--- config.mk ---
export PLATFORM = sky130hd
export DESIGN_NAME = lai_top
export DESIGN_NICKNAME = d
export VERILOG_FILES = /design/src/lai_pkg.sv /design/src/lai_top.sv
export SDC_FILE = /design/constraint.sdc
export NUM_CORES = 1
export LEC_CHECK = 0
export ABC_AREA = 1
export BUFFER_PORTS_ARGS = -buffer_cell sky130_fd_sc_hd__buf_2
export CAP_MARGIN = 20
export CORE_AREA = 3 3 147 149
export CTS_CLUSTER_DIAMETER = 40
export CTS_CLUSTER_SIZE = 10
export DETAILED_ROUTE_END_ITERATION = 10
export DIE_AREA = 0 0 150 152
export PLACE_DENSITY = 0.51
export SLEW_MARGIN = 30
export SYNTH_ARGS = -nofsm -noshare
export SYNTH_HDL_FRONTEND = slang
export SYNTH_SLANG_ARGS = --single-unit
--- constraint.sdc ---
create_clock -name mclk_i -period 3.62 [get_ports mclk_i]
set_input_delay 0.905 -clock mclk_i [delete_from_list [all_inputs] [get_ports mclk_i]]
set_output_delay 0.905 -clock mclk_i [all_outputs]
set_load 0.005 [all_outputs]
--- src/lai_pkg.sv ---
// constants, types and helpers shared by the light adc integration timing block
package lai_pkg;

  // axi4-lite bus shape
  localparam int ADDR_W = 8;                       // byte address width
  localparam int DATA_W = 32;                      // data width

  // register indices (byte address is four times the index)
  localparam logic [ADDR_W-1:0] IDX_CMD   = 8'h00; // command register
  localparam logic [ADDR_W-1:0] IDX_CTRL  = 8'h01; // control register (range)
  localparam logic [ADDR_W-1:0] IDX_TIMER = 8'h06; // timer counter value
  localparam logic [ADDR_W-1:0] IDX_SYNC  = 8'h08; // sync strobe register
  localparam logic [ADDR_W-1:0] IDX_STAT  = 8'h09; // integration status
  localparam int              IDX_SHIFT = 2;     // index to byte address shift

  // field positions
  localparam int CMD_EN_BIT    = 7;                // converter enable
  localparam int CMD_MODE_BIT  = 5;                // 0 internal, 1 external timing
  localparam int CMD_DSEL_LSB  = 2;                // diode select, two bits
  localparam int CMD_WID_LSB   = 0;                // width code, two bits
  localparam int CTRL_RNG_LSB  = 2;                // range code, two bits
  localparam int SYNC_BIT      = 0;                // write one to sync
  localparam int STAT_ACT_BIT  = 0;                // integration running
  localparam int STAT_IR_BIT   = 1;                // ir diode being integrated
  localparam int STAT_FULL_BIT = 2;                // oscillator at full rate
  localparam int STAT_SAT_BIT  = 3;                // last count hit capacity

  // reset values
  localparam logic [7:0] CMD_RST  = 8'h00;
  localparam logic [7:0] CTRL_RST = 8'h00;

  // axi responses
  localparam logic [1:0] RESP_OKAY   = 2'h0;
  localparam logic [1:0] RESP_SLVERR = 2'h2;

  // cycle counter capacity, two to the sixteenth
  localparam int CNT_W = 17;
  localparam logic [CNT_W-1:0] CNT_CAP = 17'h10000;

  // width codes
  typedef enum logic [1:0] {
    LAI_WID_16 = 2'h0,
    LAI_WID_12 = 2'h1,
    LAI_WID_8  = 2'h2,
    LAI_WID_4  = 2'h3
  } lai_width_t;

  // range codes, range one to four
  typedef enum logic [1:0] {
    LAI_RNG_1 = 2'h0,
    LAI_RNG_2 = 2'h1,
    LAI_RNG_3 = 2'h2,
    LAI_RNG_4 = 2'h3
  } lai_range_t;

  // diode select codes
  typedef enum logic [1:0] {
    LAI_DSEL_VIS  = 2'h0,                           // visible_ir_photodiode only
    LAI_DSEL_IR   = 2'h1,                           // ir_photodiode only
    LAI_DSEL_DIFF = 2'h2,                           // differential_diode_sequence
    LAI_DSEL_NOP  = 2'h3                            // no operation
  } lai_dsel_t;

  // integration state
  typedef enum logic [0:0] {
    LAI_ST_IDLE  = 1'b0,
    LAI_ST_INTEG = 1'b1
  } lai_state_t;

  // decoded configuration
  typedef struct packed {
    logic       adc_en;
    logic       ext_mode;
    lai_dsel_t  dsel;
    lai_width_t width;
    lai_range_t range;
  } lai_cfg_t;

  // cycles per conversion for a width code
  function automatic logic [CNT_W-1:0] lai_cycles(input lai_width_t w);
    logic [CNT_W-1:0] c;
    c = 17'h10000;
    case (w)
      LAI_WID_16: c = 17'h10000;
      LAI_WID_12: c = 17'h01000;
      LAI_WID_8:  c = 17'h00100;
      LAI_WID_4:  c = 17'h00010;
      default:    c = 17'h10000;
    endcase
    return c;
  endfunction

endpackage

--- src/lai_top.sv ---
// light adc integration timing and cycle count with an axi4-lite register slave
//
// Overview of operation
// (RULE1) command bit picks internal or external timing
// (RULE2) internal integration lasts two-to-the-n oscillator cycles
// (RULE3) internal duration set by count and oscillator
// (RULE4) internal full scale equals two-to-the-n
// (RULE5) four ranges, changes apply on next conversions; here a range write changes the rate of the running integration at once
// (RULE6) half rate in ranges one, two
// (RULE7) oscillator behaves same in both timing modes
// (RULE8) external single diode: sync starts integration
// (RULE9) external single diode: next sync stops it
// (RULE10) sync write ends and restarts integration immediately
// (RULE11) differential: syncs alternate visible then ir diode
// (RULE12) external count follows sync interval, capacity 65536
// (RULE13) external count stored as full scale reference
// (RULE14) host keeps sync spacing below counter capacity
// (RULE15) width codes give 65536, 4096, 256, 16 cycles
// (RULE16) timing bit zero internal, one external
// (RULE17) range codes 00 to 11 give range one-four
// (RULE18) diode codes: visible, ir, differential, no operation
// (RULE19) internal mode restarts integration right after completion
//
// Added by the designer: the AXI4-Lite slave port and the placing of the registers.
module lai_top
(
  // clock and reset
  input  wire logic                             mclk_i,
  input  wire logic                             rst_i,
  // conversion oscillator, full rate, asynchronous
  input  wire logic                             osc_clk_i,
  // axi4-lite write address
  input  wire logic [lai_pkg::ADDR_W-1:0]       s_axi_awaddr,
  input  wire logic                             s_axi_awvalid,
  output logic                                  s_axi_awready,
  // axi4-lite write data
  input  wire logic [lai_pkg::DATA_W-1:0]       s_axi_wdata,
  input  wire logic [3:0]                       s_axi_wstrb,
  input  wire logic                             s_axi_wvalid,
  output logic                                  s_axi_wready,
  // axi4-lite write response
  output logic [1:0]                            s_axi_bresp,
  output logic                                  s_axi_bvalid,
  input  wire logic                             s_axi_bready,
  // axi4-lite read address
  input  wire logic [lai_pkg::ADDR_W-1:0]       s_axi_araddr,
  input  wire logic                             s_axi_arvalid,
  output logic                                  s_axi_arready,
  // axi4-lite read data
  output logic [lai_pkg::DATA_W-1:0]            s_axi_rdata,
  output logic [1:0]                            s_axi_rresp,
  output logic                                  s_axi_rvalid,
  input  wire logic                             s_axi_rready,
  // integration status towards the analog front end
  output logic                                  integ_active_o,
  output logic                                  ir_diode_sel_o,
  output logic                                  integ_done_o,
  output logic                                  osc_full_rate_o,
  output logic [lai_pkg::CNT_W-1:0]             full_scale_o
);

  // byte addresses of the registers
  localparam logic [lai_pkg::ADDR_W-1:0] A_CMD   = lai_pkg::IDX_CMD << lai_pkg::IDX_SHIFT;
  localparam logic [lai_pkg::ADDR_W-1:0] A_CTRL  = lai_pkg::IDX_CTRL << lai_pkg::IDX_SHIFT;
  localparam logic [lai_pkg::ADDR_W-1:0] A_TIMER = lai_pkg::IDX_TIMER << lai_pkg::IDX_SHIFT;
  localparam logic [lai_pkg::ADDR_W-1:0] A_SYNC  = lai_pkg::IDX_SYNC << lai_pkg::IDX_SHIFT;
  localparam logic [lai_pkg::ADDR_W-1:0] A_STAT  = lai_pkg::IDX_STAT << lai_pkg::IDX_SHIFT;

  // ---------------- register bus state ----------------
  logic                          awready_reg, awready_next;   // address slot free
  logic                          wready_reg, wready_next;     // data slot free
  logic [lai_pkg::ADDR_W-1:0]    awaddr_reg, awaddr_next;     // held write address
  logic [lai_pkg::DATA_W-1:0]    wdata_reg, wdata_next;       // held write data
  logic [3:0]                    wstrb_reg, wstrb_next;       // held strobes
  logic                          bvalid_reg, bvalid_next;     // write response pending
  logic [1:0]                    bresp_reg, bresp_next;       // write response code
  logic                          arready_reg, arready_next;   // read slot free
  logic                          rvalid_reg, rvalid_next;     // read data pending
  logic [lai_pkg::DATA_W-1:0]    rdata_reg, rdata_next;       // read data
  logic [1:0]                    rresp_reg, rresp_next;       // read response code
  logic [7:0]                    cmd_reg, cmd_next;           // command register
  logic [7:0]                    ctrl_reg, ctrl_next;         // control register
  logic                          sync_reg, sync_next;         // one-cycle sync strobe
  logic                          wr_go;                       // both halves held

  // ---------------- oscillator state ----------------
  logic                          osc_s1_reg, osc_s2_reg, osc_s3_reg; // synchroniser, edge history
  logic                          half_reg, half_next;         // divide-by-two phase
  logic                          tick_reg, tick_next;         // one oscillator increment
  logic                          rise;                        // full-rate edge seen

  // ---------------- integration state ----------------
  lai_pkg::lai_state_t           st_reg, st_next;             // idle or integrating
  logic [lai_pkg::CNT_W-1:0]     cnt_reg, cnt_next;           // increments so far
  logic [lai_pkg::CNT_W-1:0]     last_reg, last_next;         // count of last integration
  logic [lai_pkg::CNT_W-1:0]     fs_reg, fs_next;             // full scale reference
  logic                          ir_reg, ir_next;             // ir diode in use
  logic                          done_reg, done_next;         // end-of-integration pulse
  logic                          full_reg, full_next;         // full-rate indication
  logic [lai_pkg::CNT_W-1:0]     cnt_inc;                     // count including this tick
  logic [lai_pkg::CNT_W-1:0]     lai_lai_cycles_w;            // cycles per conversion for the width code
  lai_pkg::lai_cfg_t             cfg;                         // decoded configuration

  // configuration fields pulled from the registers
  always_comb
  begin
    cfg.adc_en   = cmd_reg[lai_pkg::CMD_EN_BIT];
    cfg.ext_mode = cmd_reg[lai_pkg::CMD_MODE_BIT];                                          // [RULE16]
    cfg.dsel     = lai_pkg::lai_dsel_t'(cmd_reg[lai_pkg::CMD_DSEL_LSB +: 2]);              // [RULE18]
    cfg.width    = lai_pkg::lai_width_t'(cmd_reg[lai_pkg::CMD_WID_LSB +: 2]);
    cfg.range    = lai_pkg::lai_range_t'(ctrl_reg[lai_pkg::CTRL_RNG_LSB +: 2]);            // [RULE17]
  end

  assign wr_go = !awready_reg && !wready_reg && !bvalid_reg;

  // bus slave next state: write, read and register updates
  always_comb
  begin
    awready_next = awready_reg;
    wready_next  = wready_reg;
    awaddr_next  = awaddr_reg;
    wdata_next   = wdata_reg;
    wstrb_next   = wstrb_reg;
    bvalid_next  = bvalid_reg;
    bresp_next   = bresp_reg;
    arready_next = arready_reg;
    rvalid_next  = rvalid_reg;
    rdata_next   = rdata_reg;
    rresp_next   = rresp_reg;
    cmd_next     = cmd_reg;
    ctrl_next    = ctrl_reg;
    sync_next    = 1'b0;
    // capture address and data in either order
    if (s_axi_awvalid && awready_reg)
    begin
      awaddr_next  = s_axi_awaddr;
      awready_next = 1'b0;
    end
    if (s_axi_wvalid && wready_reg)
    begin
      wdata_next  = s_axi_wdata;
      wstrb_next  = s_axi_wstrb;
      wready_next = 1'b0;
    end
    // perform the write once both are held
    if (wr_go)
    begin
      bvalid_next = 1'b1;
      bresp_next  = lai_pkg::RESP_OKAY;
      if (awaddr_reg == A_CMD)
      begin
        if (wstrb_reg[0])
        begin
          cmd_next = wdata_reg[7:0];                                                         // [RULE1]
        end
      end
      else if (awaddr_reg == A_CTRL)
      begin
        if (wstrb_reg[0])
        begin
          ctrl_next = wdata_reg[7:0];                                                        // [RULE5]
        end
      end
      else if (awaddr_reg == A_SYNC)
      begin
        sync_next = wstrb_reg[0] && wdata_reg[lai_pkg::SYNC_BIT];                           // [RULE10]
      end
      else if (awaddr_reg == A_TIMER || awaddr_reg == A_STAT)
      begin
        bresp_next = lai_pkg::RESP_OKAY;                                                     // read-only, ignored
      end
      else
      begin
        bresp_next = lai_pkg::RESP_SLVERR;                                                   // unmapped
      end
    end
    // release the write slots after the response is taken
    if (bvalid_reg && s_axi_bready)
    begin
      bvalid_next  = 1'b0;
      awready_next = 1'b1;
      wready_next  = 1'b1;
    end
    // read: answer one cycle after the address is taken
    if (s_axi_arvalid && arready_reg)
    begin
      arready_next = 1'b0;
      rvalid_next  = 1'b1;
      rresp_next   = lai_pkg::RESP_OKAY;
      rdata_next   = '0;
      if (s_axi_araddr == A_CMD)
      begin
        rdata_next[7:0] = cmd_reg;
      end
      else if (s_axi_araddr == A_CTRL)
      begin
        rdata_next[7:0] = ctrl_reg;
      end
      else if (s_axi_araddr == A_TIMER)
      begin
        rdata_next[15:0] = last_reg[15:0];                                                   // [RULE13]
      end
      else if (s_axi_araddr == A_SYNC)
      begin
        rdata_next = '0;                                                                     // strobe reads zero
      end
      else if (s_axi_araddr == A_STAT)
      begin
        rdata_next[lai_pkg::STAT_ACT_BIT]  = (st_reg == lai_pkg::LAI_ST_INTEG);
        rdata_next[lai_pkg::STAT_IR_BIT]   = ir_reg;
        rdata_next[lai_pkg::STAT_FULL_BIT] = full_reg;
        rdata_next[lai_pkg::STAT_SAT_BIT]  = last_reg[lai_pkg::CNT_W-1];
      end
      else
      begin
        rresp_next = lai_pkg::RESP_SLVERR;                                                   // unmapped
      end
    end
    if (rvalid_reg && s_axi_rready)
    begin
      rvalid_next  = 1'b0;
      arready_next = 1'b1;
    end
  end

  // bus slave registers
  always_ff @(posedge mclk_i)
  begin
    if (rst_i)
    begin
      awready_reg <= 1'b1;
      wready_reg  <= 1'b1;
      awaddr_reg  <= '0;
      wdata_reg   <= '0;
      wstrb_reg   <= '0;
      bvalid_reg  <= 1'b0;
      bresp_reg   <= lai_pkg::RESP_OKAY;
      arready_reg <= 1'b1;
      rvalid_reg  <= 1'b0;
      rdata_reg   <= '0;
      rresp_reg   <= lai_pkg::RESP_OKAY;
      cmd_reg     <= lai_pkg::CMD_RST;
      ctrl_reg    <= lai_pkg::CTRL_RST;
      sync_reg    <= 1'b0;
    end
    else
    begin
      awready_reg <= awready_next;
      wready_reg  <= wready_next;
      awaddr_reg  <= awaddr_next;
      wdata_reg   <= wdata_next;
      wstrb_reg   <= wstrb_next;
      bvalid_reg  <= bvalid_next;
      bresp_reg   <= bresp_next;
      arready_reg <= arready_next;
      rvalid_reg  <= rvalid_next;
      rdata_reg   <= rdata_next;
      rresp_reg   <= rresp_next;
      cmd_reg     <= cmd_next;
      ctrl_reg    <= ctrl_next;
      sync_reg    <= sync_next;
    end
  end

  // only the synchronised copies feed the edge detector
  assign rise = osc_s2_reg && !osc_s3_reg;

  // oscillator divider: every edge at full rate, every second edge in ranges one and two
  always_comb
  begin
    full_next = (cfg.range == lai_pkg::LAI_RNG_3) || (cfg.range == lai_pkg::LAI_RNG_4);     // [RULE6]
    half_next = half_reg;
    tick_next = 1'b0;
    if (rise)
    begin
      half_next = !half_reg;
      tick_next = full_reg || half_reg;                                                      // [RULE6] [RULE7]
    end
  end

  // oscillator synchroniser and divider registers
  always_ff @(posedge mclk_i)
  begin
    if (rst_i)
    begin
      osc_s1_reg <= 1'b0;
      osc_s2_reg <= 1'b0;
      osc_s3_reg <= 1'b0;
      half_reg   <= 1'b0;
      tick_reg   <= 1'b0;
      full_reg   <= 1'b0;
    end
    else
    begin
      osc_s1_reg <= osc_clk_i;
      osc_s2_reg <= osc_s1_reg;
      osc_s3_reg <= osc_s2_reg;
      half_reg   <= half_next;
      tick_reg   <= tick_next;
      full_reg   <= full_next;
    end
  end

  // increments including the current tick, held at capacity
  assign cnt_inc = (tick_reg && cnt_reg != lai_pkg::CNT_CAP) ? cnt_reg + 17'h00001 : cnt_reg; // [RULE12]

  // integration sequencer next state
  always_comb
  begin
    st_next   = st_reg;
    cnt_next  = cnt_reg;
    last_next = last_reg;
    fs_next   = fs_reg;
    ir_next   = ir_reg;
    done_next = 1'b0;
    case (st_reg)
      lai_pkg::LAI_ST_IDLE:
      begin
        cnt_next = '0;
        ir_next  = (cfg.dsel == lai_pkg::LAI_DSEL_IR);                                       // differential starts visible [RULE11]
        if (cfg.adc_en && cfg.dsel != lai_pkg::LAI_DSEL_NOP)                                 // [RULE18]
        begin
          if (!cfg.ext_mode || sync_reg)                                                     // [RULE8] [RULE1]
          begin
            st_next = lai_pkg::LAI_ST_INTEG;
          end
        end
      end
      lai_pkg::LAI_ST_INTEG:
      begin
        cnt_next = cnt_inc;
        if (!cfg.adc_en || cfg.dsel == lai_pkg::LAI_DSEL_NOP)
        begin
          st_next  = lai_pkg::LAI_ST_IDLE;                                                   // abandon, nothing stored
          cnt_next = '0;
        end
        else if (cfg.ext_mode)
        begin
          if (sync_reg)                                                                      // [RULE9] [RULE10]
          begin
            done_next = 1'b1;
            last_next = cnt_inc;                                                             // [RULE12] [RULE14]
            fs_next   = cnt_inc;                                                             // [RULE13]
            cnt_next  = '0;                                                                  // no idle gap
            if (cfg.dsel == lai_pkg::LAI_DSEL_DIFF)
            begin
              ir_next = !ir_reg;                                                             // [RULE11]
            end
          end
        end
        else if (tick_reg && cnt_inc == lai_lai_cycles_w)                                    // [RULE2] [RULE3] [RULE15]
        begin
          done_next = 1'b1;
          last_next = cnt_inc;
          fs_next   = lai_lai_cycles_w;                                                      // [RULE4]
          cnt_next  = '0;                                                                    // [RULE19]
          if (cfg.dsel == lai_pkg::LAI_DSEL_DIFF)
          begin
            ir_next = !ir_reg;
          end
        end
      end
      default:
      begin
        st_next = lai_pkg::LAI_ST_IDLE;
      end
    endcase
  end

  // cycles per conversion for the programmed width
  assign lai_lai_cycles_w = lai_pkg::lai_cycles(cfg.width);                                 // [RULE15]

  // integration sequencer registers
  always_ff @(posedge mclk_i)
  begin
    if (rst_i)
    begin
      st_reg   <= lai_pkg::LAI_ST_IDLE;
      cnt_reg  <= '0;
      last_reg <= '0;
      fs_reg   <= '0;
      ir_reg   <= 1'b0;
      done_reg <= 1'b0;
    end
    else
    begin
      st_reg   <= st_next;
      cnt_reg  <= cnt_next;
      last_reg <= last_next;
      fs_reg   <= fs_next;
      ir_reg   <= ir_next;
      done_reg <= done_next;
    end
  end

  // outputs straight from flip-flops
  assign s_axi_awready   = awready_reg;
  assign s_axi_wready    = wready_reg;
  assign s_axi_bvalid    = bvalid_reg;
  assign s_axi_bresp     = bresp_reg;
  assign s_axi_arready   = arready_reg;
  assign s_axi_rvalid    = rvalid_reg;
  assign s_axi_rdata     = rdata_reg;
  assign s_axi_rresp     = rresp_reg;
  assign integ_active_o  = (st_reg == lai_pkg::LAI_ST_INTEG);
  assign ir_diode_sel_o  = ir_reg;
  assign integ_done_o    = done_reg;
  assign osc_full_rate_o = full_reg;
  assign full_scale_o    = fs_reg;

endmodule

==> results.cfg <==
[outcome]
status = finished, final reports clean

[synthesis]
netlist_area_mm2 = 0.00508
synthFlopType = dfxtp_1
async_flop_share_pct = 0
yosys_warnings = 0
ys_ff_latch = 117
synth.avg_cell_area_um2 = 7.45
synth.distinct_cells = 38
ys_seq_area_share_pct = 46.1
synthCells = 682
synth-edff-count = 0

[power_and_ir_drop]
power_density_mw_per_mm2 = 489
p_comb_share_pct = 4.6
clockPowerShare_pct = 52.2
power.sequential.fraction_pct = 43.2
swShare_pct = 23.2
p_int_mw = 2.36
vdd_drop_max_mv = 0.305
switchingPower_uw = 713
leakagePower_nw = 2.57

[clock_network]
clock-sinks = 117
cts_tree = done
cts_setup_buffers = 0
cts_made_buffers = 17
clockRootBuffer = clkbuf_16
htreeDepth = 4
cts.clk_slew.worst_paths_ns = 0.06
clock_path_buffers = 2
clock_latency_ns = 0.41
cts_resized = 0
cts_hold_buf = 0

[worst_setup_path]
crit_required_ns = 3.92
critPathLaunchType = flop
r2r_slack_ns = 0.46
r2r-start = cnt_reg[0]
rr_worst_depth = 19
r2r_end = full_scale_o[6]
crit_arrival_ns = 3.46
crit_path_end_kind = flop
crit_type = reg -> reg
path_max_fanout = 26

[final_layout]
final_util_pct = 30.9
n_antenna_cell = 0
fin_cells = 1046
nNetsFinal = 825
stdcell_area_mm2 = 0.00628
area_growth_pct = 23.6
drive_above_1_share_pct = 18.8

[die]
placement_rows = 52
die_y_um = 152
die_w_um = 150
ios = 122
core_area_mm2 = 0.0203
die_area_mm2 = 0.0228
start_util_pct = 25.0

[hold_path]
hold_class = reg -> reg
holdPathStages = 2
hold_end = osc_s2_reg
worstHoldStart = osc_s1_reg

[sta]
rsz0062_at_grt = false
finClkSkew_ns = 0.00604
fmax_ghz = 0.317
hold_violations = 0
setup_tns_ns = 0
slew_violations = 0
setup_violations = 0
min_period_ns = 3.16
tightest_slew_ns = 0.617
fin_crit_sh_pct = 87.2
slew_headroom_pct = 58.9

[global_routing]
grt_max_degree = 51
grt_util_all_layers_pct = 11.7
grt_pass1_vias = 4271
antenna_found_initial = 0
grt_pass1_wl_um = 21500
grt_overflow = 0

[drt]
drt-pass1-iter-count = 4
ant_nets = 0
drtIter0Drc = 208
routed_wl_um = 13200
via_per_inst = 4.26
drc = 0
route.vias.total = 4458
wl_per_cell_um = 12.6

[placed_design]
gp_congestion = 0.807
hpwlAfterDp_um = 9520
io_buffers = 76
placed_area_mm2 = 0.00570
placed_cells = 1014

[run]
cap_violations = 0
-- stage by stage --
stage | power, mW | worst slack (ns) | hold slack [ns]
2_1_floorplan | 1.45 | 1.34 | 0.388
3_3_place_gp | 1.49 | 0.407 | 0.395
3_5_place_dp | 1.50 | 0.417 | 0.396
4_1_cts | 3.11 | 0.402 | 0.403
5_1_grt | 3.19 | 0.191 | 0.426
6_report | 3.07 | 0.464 | 0.403
-- layout by cell type, fill, tap and decap left out, drive strengths merged --
| master | count |
|---|---|
| o21ai | 48 |
| o21a | 2 |
| clkinvlp | 5 |
| nand3 | 35 |
| o41ai | 1 |
| nor3 | 10 |
| a221oi | 1 |
| dfxtp | 117 |
| conb | 18 |
| clkinv | 8 |
| buf | 88 |
| xor2 | 7 |
| or2 | 2 |
| a211oi | 9 |
| ha | 2 |
| a21oi | 85 |
| o211ai | 6 |
| nand2 | 130 |
| a221o | 3 |
| nand4 | 8 |
| inv | 57 |
| nand3b | 5 |
| nor2 | 105 |
| xnor2 | 1 |
| clkbuf | 20 |
| nor4 | 1 |
| o221ai | 1 |
| bufinv | 1 |
-- cell type report --
cell class              count  area (um2)
fillers                  2222       14000
flip-flops and latches    117        2340
multi-input cells         480        2330
repair buffers             88         470
clock buffers              20         467
well taps                 270         338
inverters                  59         221
clock inverters            12         105
-- kinds of logic (layout without fill, tap and decap cells) --
group,Yosys count,count (layout),synth area share (%)
fa+ha+maj,2,2,0.493
compound gates,156,156,17.0
simple gates,296,296,25.6
xor+xnor,8,8,1.38
buf+inv,102,179,9.36
other cells,1,18,0.0738
flops,117,117,46.1
-- layer usage --
layer  vias to the layer above  track usage (%)  wire length [um]
met5                         -                0                 0
met1                      1977             15.4              6470
met2                        90             18.3              5880
met4                         0             3.44               136
met3                        11             3.84               687
li1                       2380                -                 -
-- critical path, cell delays in order (launching register included) --
cell and delay [ns]:
dfxtp_1 0.48, inv_2 0.11, ha_1 0.21, inv_1 0.06
nor2_1 0.04, nand2_1 0.08, nor2_1 0.04, nand2_1 0.09
nand2_2 0.15, nand2_1 0.13, nand2_1 0.07, nor2_1 0.15
nand4_1 0.14, nor2_2 0.14, nand2_4 0.09, nand2_8 0.07
nand2_4 0.19, o21ai_0 0.56, buf_4 0.20, nor2_1 0.03
-- how the worst max path moves through the flow --
| stage | start | end |
|---|---|---|
| 3_3_place_gp | cnt_reg[0] | last_reg[6] |
| 3_5_place_dp | cnt_reg[0] | last_reg[6] |
| 4_1_cts | cnt_reg[0] | last_reg[6] |
| 6_report | cnt_reg[0] | full_scale_o[6] |
| 5_1_grt | cnt_reg[0] | full_scale_o[6] |
| 2_1_floorplan | cnt_reg[0] | full_scale_o[14] |
-- power groups by stage --
stage | Clock [mW] | Sequential, mW | Combinational [mW]
2_1_floorplan | 0 | 1.35 | 0.0998
3_3_place_gp | 0 | 1.35 | 0.140
6_report | 1.60 | 1.33 | 0.140
5_1_grt | 1.70 | 1.33 | 0.161
3_5_place_dp | 0 | 1.35 | 0.141
4_1_cts | 1.64 | 1.33 | 0.141
-- Yosys cell counts (3+ instances only) --
cell type    n  area, um2
a211oi_1     9       67.6
nand3b_1     5       37.5
nand3_1     35        175
xor2_1       7       61.3
o21ai_2      4       35.0
nor3_1      10       50.1
dfxtp_1    117       2340
nand2_1    123        462
a21oi_1     85        425
nand2_2      3       18.8
nor2_1      96        360
a221o_1      3       30.0
nand2_4      3       33.8
nand4_1      7       43.8
o21ai_0     42        210
o211ai_1     6       45.0
inv_1       56        210
clkbuf_1    18       67.6
buf_4       20        150
nor2_2       7       43.8
Note: power is estimated with default switching activity, not from simulation.
